[config.mk]
export PLATFORM = sky130hd
export DESIGN_NAME = bdts_top
export DESIGN_NICKNAME = d
export VERILOG_FILES = /design/src/hw/bdts_pkg.sv /design/src/hw/bdts_ram.sv /design/src/hw/bdts_step.sv /design/src/hw/bdts_top.sv
export SDC_FILE = /design/constraint.sdc
export NUM_CORES = 2
export LEC_CHECK = 0
export ABC_AREA = 1
export BUFFER_PORTS_ARGS = -buffer_cell sky130_fd_sc_hd__buf_2
export CAP_MARGIN = 20
export CORE_ASPECT_RATIO = 0.8
export CORE_UTILIZATION = 45
export CTS_CLUSTER_DIAMETER = 100
export DETAILED_ROUTE_END_ITERATION = 12
export SYNTH_ARGS = -nofsm -noshare
export SYNTH_HDL_FRONTEND = slang
export SYNTH_HIERARCHICAL = 1
export SYNTH_SLANG_ARGS = --single-unit
[constraint.sdc]
create_clock -name mclk_i -period 3 [get_ports mclk_i]
set_input_delay 0 -clock mclk_i [delete_from_list [all_inputs] [get_ports mclk_i]]
set_output_delay 0 -clock mclk_i [all_outputs]
set_load 0.1 [all_outputs]
[src/hw/bdts_pkg.sv]
// Shared constants and types for the board decode, tick and step logic.
package bdts_pkg;

  // Memory window bases selected by the base jumpers.
  localparam logic [1:0]  BASE_SEL_ZERO   = 2'h0;
  localparam logic [1:0]  BASE_SEL_HIGH   = 2'h1;
  localparam logic [1:0]  BASE_SEL_TOP    = 2'h2;
  localparam logic [15:0] WIN_BASE_ZERO   = 16'h0000;
  localparam logic [15:0] WIN_BASE_HIGH   = 16'h8000;
  localparam logic [15:0] WIN_BASE_TOP    = 16'hE000;
  localparam int          WIN_TOP_BIT     = 15;
  localparam int          WIN_LOW_BIT     = 12;
  localparam int          OFF_W           = 12;

  // Kilobyte slots inside the window.
  localparam int          KB_HI_BIT       = 11;
  localparam int          KB_LO_BIT       = 10;
  localparam logic [1:0]  KB_ROM0         = 2'h0;
  localparam logic [1:0]  KB_ROM1         = 2'h1;
  localparam logic [1:0]  KB_ROM2         = 2'h2;
  localparam logic [1:0]  KB_RAM          = 2'h3;
  localparam int          ROM_SOCKETS     = 3;
  localparam int          RAM_AW          = 9;
  localparam int          RAM_WORDS       = 512;

  // Port page: the high nibble of the port address follows the window base.
  localparam int          PORT_HI_BIT     = 7;
  localparam int          PORT_LO_BIT     = 4;
  localparam int          PORT_GRP_HI     = 3;
  localparam int          PORT_GRP_LO     = 2;
  localparam logic [1:0]  GRP_SERIAL      = 2'h0;
  localparam logic [1:0]  GRP_BAUD        = 2'h1;
  localparam logic [1:0]  GRP_TICK_CLR    = 2'h2;
  localparam logic [1:0]  GRP_STEP_ARM    = 2'h3;

  // Register offsets inside the port page.
  localparam logic [3:0]  REG_SERIAL_STATUS_AND_COMMAND = 4'h0;
  localparam logic [3:0]  REG_SERIAL_DATA_PORT          = 4'h1;
  localparam logic [3:0]  REG_BAUD_SELECT_LATCH         = 4'h4;
  localparam logic [3:0]  REG_TICK_CLEAR_PORT           = 4'h8;
  localparam logic [3:0]  REG_STEP_ARM_PORT             = 4'hC;

  // Vectored interrupts: number k restarts at (7 - k) * 8.
  localparam int          NUM_VEC         = 8;
  localparam int          VEC_SPACING     = 8;
  localparam int          VEC_AREA        = 64;
  localparam int          STEP_INT_NUM    = 0;
  localparam int          TICK_INT_NUM    = 1;
  localparam logic [7:0]  STEP_VEC_ADDR   = 8'h38;
  localparam logic [7:0]  TICK_VEC_ADDR   = 8'h30;
  localparam logic [2:0]  LAST_RESTART    = 3'h7;

  // Single step counts this many instruction fetches before trapping.
  localparam logic [1:0]  STEP_FETCHES    = 2'h2;

  // Power-on reset time and its cycle count at the 20 MHz clock.
  localparam int          CLK_PERIOD_NS   = 50;
  localparam int          POR_TIME_US     = 500000;
  localparam int          POR_CYCLES      = POR_TIME_US * 1000 / CLK_PERIOD_NS;
  localparam int          POR_CNT_W       = 24;

  typedef enum logic [0:0] {STEP_IDLE, STEP_ARMED} bdts_step_state_t;

  // One processor bus cycle as seen by the board.
  typedef struct packed {
    logic [15:0] addr;
    logic [7:0]  wdata;
    logic        mem_rd;
    logic        mem_wr;
    logic        io_rd;
    logic        io_wr;
    logic        fetch;
    logic        int_ack;
  } bdts_cyc_t;

  // Chip selects for the onboard devices.
  typedef struct packed {
    logic [2:0] rom;
    logic       ram;
    logic       serial;
    logic       baud;
  } bdts_sel_t;

endpackage

[src/hw/bdts_ram.sv]
// Onboard 512-byte read/write memory with registered read data.
`timescale 1ns/1ns
module bdts_ram #(
  parameter int AW = bdts_pkg::RAM_AW,
  parameter int WORDS = bdts_pkg::RAM_WORDS
) (
  input  wire logic          mclk_i,
  input  wire logic          srst_i,
  input  wire logic          we_i,
  input  wire logic          re_i,
  input  wire logic [AW-1:0] addr_i,
  input  wire logic [7:0]    wdata_i,
  output logic      [7:0]    rdata_o,
  output logic               rvalid_o
);

  typedef struct packed {
    logic [7:0] rdata;
    logic       rvalid;
  } bdts_ram_st_t;

  logic [7:0]   mem_q [WORDS];
  bdts_ram_st_t st_q;
  bdts_ram_st_t st_d;

  always_comb
  begin
    st_d        = st_q;
    st_d.rvalid = re_i;
    if (re_i)
    begin
      st_d.rdata = mem_q[addr_i];
    end
  end

  always_ff @(posedge mclk_i)
  begin
    if (srst_i)
    begin
      st_q <= '0;
    end
    else
    begin
      st_q <= st_d;
    end
  end

  // Contents are not cleared by reset, as with the real static parts.
  always_ff @(posedge mclk_i)
  begin
    if (we_i)
    begin
      mem_q[addr_i] <= wdata_i;
    end
  end

  assign rdata_o  = st_q.rdata;
  assign rvalid_o = st_q.rvalid;

endmodule

[src/hw/bdts_step.sv]
// Single-step trap generator: arm, count fetches, raise the trap.
`timescale 1ns/1ns
module bdts_step (
  input  wire logic mclk_i,
  input  wire logic srst_i,
  input  wire logic arm_i,
  input  wire logic fetch_i,
  input  wire logic ack_i,
  output logic      mask_o,
  output logic      trap_o
);

  typedef struct packed {
    bdts_pkg::bdts_step_state_t state;
    logic [1:0]                 cnt;
    logic                       trap;
  } bdts_step_st_t;

  bdts_step_st_t st_q;
  bdts_step_st_t st_d;

  always_comb
  begin
    st_d = st_q;
    if (ack_i)
    begin
      st_d.trap = 1'b0;
    end
    unique case (st_q.state)
      bdts_pkg::STEP_IDLE:
      begin
        st_d.cnt = 2'h0;
      end
      bdts_pkg::STEP_ARMED:
      begin
        if (fetch_i)
        begin
          st_d.cnt = st_q.cnt + 2'h1;
          if (st_q.cnt + 2'h1 == bdts_pkg::STEP_FETCHES)
          begin
            st_d.trap  = 1'b1;
            st_d.state = bdts_pkg::STEP_IDLE;
            st_d.cnt   = 2'h0;
          end
        end
      end
    endcase
    if (arm_i)
    begin
      st_d.state = bdts_pkg::STEP_ARMED;
      st_d.cnt   = 2'h0;
    end
  end

  always_ff @(posedge mclk_i)
  begin
    if (srst_i)
    begin
      st_q <= '0;
    end
    else
    begin
      st_q <= st_d;
    end
  end

  assign mask_o = (st_q.state == bdts_pkg::STEP_ARMED);
  assign trap_o = st_q.trap;
endmodule

[src/hw/bdts_top.sv]
// Board support logic: window decode, port decode, tick latch, step trap, power-on reset.
//
// Function
// - Onboard memory is one 4K window, jumper based.
// - Default jumpers put window base at zero.
// - Port page follows window, same jumpers.
// - Lowest 3K of window: three ROM sockets.
// - Top 1K of window selects 512-byte RAM.
// - RAM ignores address bit 9, aliasing twice.
// - Mains rising edge raises tick request.
// - Tick request stays latched until cleared.
// - Write to tick-clear port clears latch.
// - Tick routes by jumper to interrupt 1.
// - Write to step port arms step logic.
// - Armed step logic masks other interrupts.
// - After two fetches trap to 38H.
// - After trap, step idles and unmasks.
// - Eight restart targets, 8 apart, first 64.
// - Power-on reset held about half second.
`timescale 1ns/1ns
module bdts_top #(
  parameter int unsigned POR_CYCLES = bdts_pkg::POR_CYCLES
) (
  input  wire logic                mclk_i,
  input  wire logic                srst_i,
  input  wire bdts_pkg::bdts_cyc_t cyc_i,
  input  wire logic [1:0]          base_sel_i,
  input  wire logic                tick_route_i,
  input  wire logic                line_freq_i,
  input  wire logic [7:0]          ext_irq_i,
  output bdts_pkg::bdts_sel_t      sel_o,
  output logic      [7:0]          rdata_o,
  output logic                     rdata_oe_o,
  output logic                     int_req_o,
  output logic      [7:0]          int_vec_o,
  output logic                     cpu_reset_o
);

  typedef struct packed {
    logic                              line_s1;
    logic                              line_s2;
    logic                              line_s3;
    logic                              tick;
    logic [bdts_pkg::POR_CNT_W-1:0]    por_cnt;
    logic                              por_done;
    logic                              irq;
    logic [7:0]                        vec;
  } bdts_top_st_t;

  localparam logic [bdts_pkg::POR_CNT_W-1:0] POR_LAST =
    bdts_pkg::POR_CNT_W'(POR_CYCLES - 1);

  bdts_top_st_t st_q;
  bdts_top_st_t st_d;

  logic [15:0]                   win_base;
  logic                          in_win;
  logic [bdts_pkg::OFF_W-1:0]    win_off;
  logic [1:0]                    kb_slot;
  logic                          port_hit;
  logic [1:0]                    port_grp;
  logic                          tick_clr;
  logic                          step_arm;
  logic                          line_rise;
  logic                          ram_we;
  logic                          ram_re;
  logic                          step_mask;
  logic                          step_trap;
  logic                          step_ack;
  logic [bdts_pkg::NUM_VEC-1:0]  src;
  logic                          any_src;
  logic [2:0]                    win_num;

  // Window base from the jumpers; an unused code falls back to the default.
  always_comb
  begin
    unique case (base_sel_i)
      bdts_pkg::BASE_SEL_HIGH: win_base = bdts_pkg::WIN_BASE_HIGH;
      bdts_pkg::BASE_SEL_TOP:  win_base = bdts_pkg::WIN_BASE_TOP;
      default:                 win_base = bdts_pkg::WIN_BASE_ZERO;
    endcase
  end

  assign in_win  = cyc_i.addr[bdts_pkg::WIN_TOP_BIT:bdts_pkg::WIN_LOW_BIT] ==
                   win_base[bdts_pkg::WIN_TOP_BIT:bdts_pkg::WIN_LOW_BIT];
  assign win_off = cyc_i.addr[bdts_pkg::OFF_W-1:0];
  assign kb_slot = win_off[bdts_pkg::KB_HI_BIT:bdts_pkg::KB_LO_BIT];

  // The port page nibble is the window base nibble one byte lower down.
  assign port_hit = cyc_i.addr[bdts_pkg::PORT_HI_BIT:bdts_pkg::PORT_LO_BIT] ==
                    win_base[bdts_pkg::WIN_TOP_BIT:bdts_pkg::WIN_LOW_BIT];
  assign port_grp = cyc_i.addr[bdts_pkg::PORT_GRP_HI:bdts_pkg::PORT_GRP_LO];

  // Chip selects are pure decode so the sockets see them in the same cycle.
  always_comb
  begin
    sel_o        = '0;
    sel_o.rom[0] = in_win && (kb_slot == bdts_pkg::KB_ROM0);
    sel_o.rom[1] = in_win && (kb_slot == bdts_pkg::KB_ROM1);
    sel_o.rom[2] = in_win && (kb_slot == bdts_pkg::KB_ROM2);
    sel_o.ram    = in_win && (kb_slot == bdts_pkg::KB_RAM);
    sel_o.serial = port_hit && (port_grp == bdts_pkg::GRP_SERIAL)
                   && (cyc_i.io_rd || cyc_i.io_wr);
    sel_o.baud   = port_hit && (port_grp == bdts_pkg::GRP_BAUD)
                   && cyc_i.io_wr;
  end

  // Reads of the upper port groups are unused and get no answer.
  assign tick_clr = port_hit && (port_grp == bdts_pkg::GRP_TICK_CLR) && cyc_i.io_wr;
  assign step_arm = port_hit && (port_grp == bdts_pkg::GRP_STEP_ARM) && cyc_i.io_wr;

  assign ram_we = sel_o.ram && cyc_i.mem_wr;
  assign ram_re = sel_o.ram && cyc_i.mem_rd;

  // Bit 9 is dropped, so both halves of the top kilobyte hit the same cells.
  bdts_ram u_ram (
    .mclk_i   (mclk_i),
    .srst_i   (srst_i),
    .we_i     (ram_we),
    .re_i     (ram_re),
    .addr_i   (win_off[bdts_pkg::RAM_AW-1:0]),
    .wdata_i  (cyc_i.wdata),
    .rdata_o  (rdata_o),
    .rvalid_o (rdata_oe_o)
  );

  assign step_ack = cyc_i.int_ack && (int_vec_o == bdts_pkg::STEP_VEC_ADDR);

  bdts_step u_step (
    .mclk_i  (mclk_i),
    .srst_i  (srst_i),
    .arm_i   (step_arm),
    .fetch_i (cyc_i.fetch),
    .ack_i   (step_ack),
    .mask_o  (step_mask),
    .trap_o  (step_trap)
  );

  // Mains edge from the second synchroniser stage against a third stage.
  assign line_rise = st_q.line_s2 && !st_q.line_s3;

  // Interrupt sources by number; armed step logic masks all the others.
  always_comb
  begin
    src = step_mask ? '0 : ext_irq_i;
    if (!step_mask && tick_route_i && st_q.tick)
    begin
      src[bdts_pkg::TICK_INT_NUM] = 1'b1;
    end
    if (step_trap)
    begin
      src[bdts_pkg::STEP_INT_NUM] = 1'b1;
    end
  end

  // Lowest number wins; number k restarts at (7 - k) times eight.
  always_comb
  begin
    any_src = 1'b0;
    win_num = 3'h0;
    for (int k = bdts_pkg::NUM_VEC - 1; k >= 0; k--)
    begin
      if (src[k])
      begin
        any_src = 1'b1;
        win_num = 3'(k);
      end
    end
  end

  always_comb
  begin
    st_d         = st_q;
    st_d.line_s1 = line_freq_i;
    st_d.line_s2 = st_q.line_s1;
    st_d.line_s3 = st_q.line_s2;
    // A clear in the same cycle as an edge loses, so no tick is dropped.
    if (tick_clr)
    begin
      st_d.tick = 1'b0;
    end
    if (line_rise)
    begin
      st_d.tick = 1'b1;
    end
    if (!st_q.por_done)
    begin
      st_d.por_cnt = st_q.por_cnt + 1'b1;
      if (st_q.por_cnt == POR_LAST)
      begin
        st_d.por_done = 1'b1;
      end
    end
    // The request is only a level; acceptance waits on the processor's enable.
    st_d.irq = any_src && st_q.por_done;
    st_d.vec = {2'h0, bdts_pkg::LAST_RESTART - win_num, 3'h0};
  end

  always_ff @(posedge mclk_i)
  begin
    if (srst_i)
    begin
      st_q <= '0;
    end
    else
    begin
      st_q <= st_d;
    end
  end

  // Held in reset, the processor clears its counter and disables interrupts.
  assign cpu_reset_o = !st_q.por_done;
  assign int_req_o   = st_q.irq;
  assign int_vec_o   = st_q.vec;
endmodule

==> metrics <==
aggregate global routing overflow 0; slowest library cell on the worst path dlygate4sd3_1; clock transition time at the flip-flop clock pins of the worst setup and hold paths 0.06 ns; outcome finished clean; TritonCTS Sinks 4,142; Tot GR Track Use 26.20%; headroom to the max-slew limit 34.56%; cell depth of the worst flop-to-flop path 8; category of the critical setup timing path in2reg; maximum VDD drop 0.0005589 V; total number of nets in the final design 14.84k; DRC violations left 0; startpoint type of the worst setup path input pin; I/O Buffers 62; Post-Route Skew 0.06096 ns; clock root cell clkbuf_16; actual transition at the worst max-transition pin 0.9816 ns; layout cell share with drive strength beyond 1 12.46%; maximum clock insertion buffer count 4; Most Frequent Cell on Critical Path nand2_1; worst hold margin 0.02849 ns; critical path required time 3.88 ns; setup repair after global routing missed its margin no; Detail Placement HPWL 300.4 mm; setup TNS 0 ns; power density over the cells 631.9 mW/mm^2; reported leakage power 69.80 nW; cell total after placement 19.11k; CTS Buf Count 405; number of endpoints with negative hold slack in the final report 0; share of the clock period used by the worst path after layout 95.77%; first-pass GRT wire length 705.7 mm; Max Slew Vio Count 0; vias in the first global route 101.7k; worst path cell trace dlygate4sd3_1, buf_2, nand2_1, inv_8, buf_12, buf_4, buf_4, nand2_1, nand2_1, nor2_1, nor2_1, nor2_1, nand2_1, a21oi_1, dlygate4sd3_1, nand3_1, nand2_1, inv_1; post-synthesis instance area 0.1636 sq mm; Starting Density 45.34%; count of synthesis-stage warnings from yosys 6; insertion delay to the later sink of the worst-skew pair 1.00 ns; largest fanout of any net on the critical path 27; number of vias in the routed layout 108.9k; Area Overhead vs Synth 17.19%; length of the first detailed-routing pass in iterations 6; worst setup slack for register-to-register paths 0.21 ns; aggregate routed wire length 487.7 mm; delay of the slowest critical-path stage 0.57 ns; Crit path arrival time 3.75 ns; initial antenna violation count 18; average via count per standard cell 5.470; FMAX 348.1 MHz; Final ANT Viol Nets 0; max-cap violation count 0; die footprint 0.3660 sq mm; combined flip-flop and latch cell area 0.1239 sq mm; TritonCTS clock tree done; endpoint type of the worst setup path flop; sequential share of the synthesized area 75.75%; final-report setup violation count 0; area used by multi-input combinational logic 0.03607 sq mm; average detailed-routed wire length per instance 24.50 um; area of the placeable core 0.3609 sq mm; number of top-level design ports 69; hold depth 2; Cell Count, Final, Fillers Out 19.91k; number of placement rows 197; gate count of the mapped netlist 13.79k; Design Power 121.1 mW; htree depth 5; library cells used by synthesis 36; weighted congestion reported at the end of routability-driven placement 0.8899; flop and latch count out of synthesis 4,142; First DRT Iteration DRCs 14.22k; Die W 676.1 um; worst hold path class in2reg; Layout fillers 30.42k; final critical-path required period 2.873 ns; pin count of the biggest net entering global routing 126; synthesized area divided by synthesized cell count 11.86 sq um; height of the die 541.3 um
-- layer usage --
layer	share of wire, %	up-vias	track usage, %
li1	-	49375	-
met5	0	-	0
met4	2.9	0	7.473
met1	43	53507	39.59
met3	9.8	726	4.112
met2	44	5277	39.35
-- where the power goes --
| part | total [mW] | leakage (nW) | switching, mW | internal, mW |
|---|---|---|---|---|
| logic | 6.92 | 26.3 | 5.10 | 1.82 |
| registers | 63.6 | 37.2 | 0.0103 | 63.6 |
| clock network | 50.7 | 6.32 | 21.9 | 28.8 |
| total | 121 | 69.8 | 27.0 | 94.1 |
-- final cells by class --
cell class                 count  area share, %
sequential                  4142          64.63
inverter                     113         0.2545
clock inverter               258          1.274
clock buffer                 485          5.509
multi-input combinational   8811          18.81
antenna                        6       0.007831
timing repair buffer        1316          6.390
tap                         4776          3.117
-- registers in the layout, indices dropped and copies added (netlist names) --
name,count
st_d,2
st_q,27
u_step/mask_o,1
u_step/trap_o,1
u_ram/rdata_o,8
u_ram/mem_q,4096
int_vec_o,3
u_step/st_q,2
u_ram/rvalid_o,1
int_req_o,1
-- logic make-up (layout without fill, tap and decap cells) --
logic type | after synthesis | in the layout | synth area share [%]
AO/OA/AOI/OAI | 526 | 526 | 1.729
buffers and inverters | 840 | 2172 | 2.314
XOR/XNOR | 5 | 5 | 0.02677
flip-flops | 4142 | 4142 | 75.75
AND/OR/NAND/NOR | 8273 | 8273 | 20.17
other | 1 | 11 | 0.002292
adder cells (fa/ha/maj) | 2 | 2 | 0.01529
-- worst paths after layout --
path	from	end
min	cyc_i[13]	u_ram/mem_q[473][7]
min reg2reg	st_d[35]	st_q[35]
max	cyc_i[17]	u_ram/rdata_o[4]
max reg2reg	u_step/mask_o	int_req_o
-- worst max-delay path: cells and delay by family --
| family | cells | cell delay [ns] |
|---|---|---|
| AOI/OAI and AO/OA | 1 | 0.14 |
| buffers and inverters | 8 | 2.18 |
| and+or+nand+nor | 9 | 1.29 |
-- per-stage QoR --
| stage | cell area, sq um | util, % | setup WS, ns |
|---|---|---|---|
| after floorplan | 163600 | - | 0.2878 |
| after global placement | 178200 | 49.39 | -0.4360 |
| after detailed placement | 178200 | 49.39 | -0.4474 |
| after CTS | 191700 | 53.13 | 0.1784 |
| after global routing | 191700 | 53.13 | 0.1143 |
| final | 191700 | 53.13 | 0.1270 |
-- what timing repair did --
action | CTS | global route
resized for setup | 0 | 1
hold buffers | 49 | 0
setup buffers | 0 | 1
endpoints found under the setup margin | 0 | 1
endpoints found under the hold margin | 3866 | 0
-- cells in the final DEF, fill, tap and decap left out, drive strengths merged --
cell / count
nand2: 6334
edfxtp: 4096
buf: 1268
nor2: 1130
nand4: 650
clkbuf: 485
o21ai: 245
a21oi: 202
clkinv: 201
nand3: 138
inv: 112
a22oi: 76
dlygate4sd3: 48
dfxtp: 46
bufinv: 43
clkinvlp: 15
nor3: 14
diode: 6
conb: 5
xor2: 3
nand3b: 3
xnor2: 2
ha: 2
nor4: 2
or2: 1
and2: 1
o21a: 1
a31oi: 1
o21bai: 1
-- synth_stat cells (all sizes together) --
library cell,number,area share (%)
clkbuf,322,0.74
xnor2,2,0.011
a22oi,76,0.35
a21oi,202,0.62
dfxtp,46,0.56
and2,1,0.0046
xor2,3,0.016
conb,1,0.0023
ha,2,0.015
nand4,650,2.5
or2,1,0.0038
nor3,14,0.049
o21ai,245,0.75
nand3b,3,0.014
nor2,1130,2.6
o21bai,1,0.0046
clkinv,13,0.030
o21a,1,0.0046
nand2,6334,15
buf,405,1.3
nand3,138,0.43
nor4,2,0.0076
edfxtp,4096,75
inv,100,0.23
a31oi,1,0.0038
No activity file was read; power rests on OpenSTA's default activity.
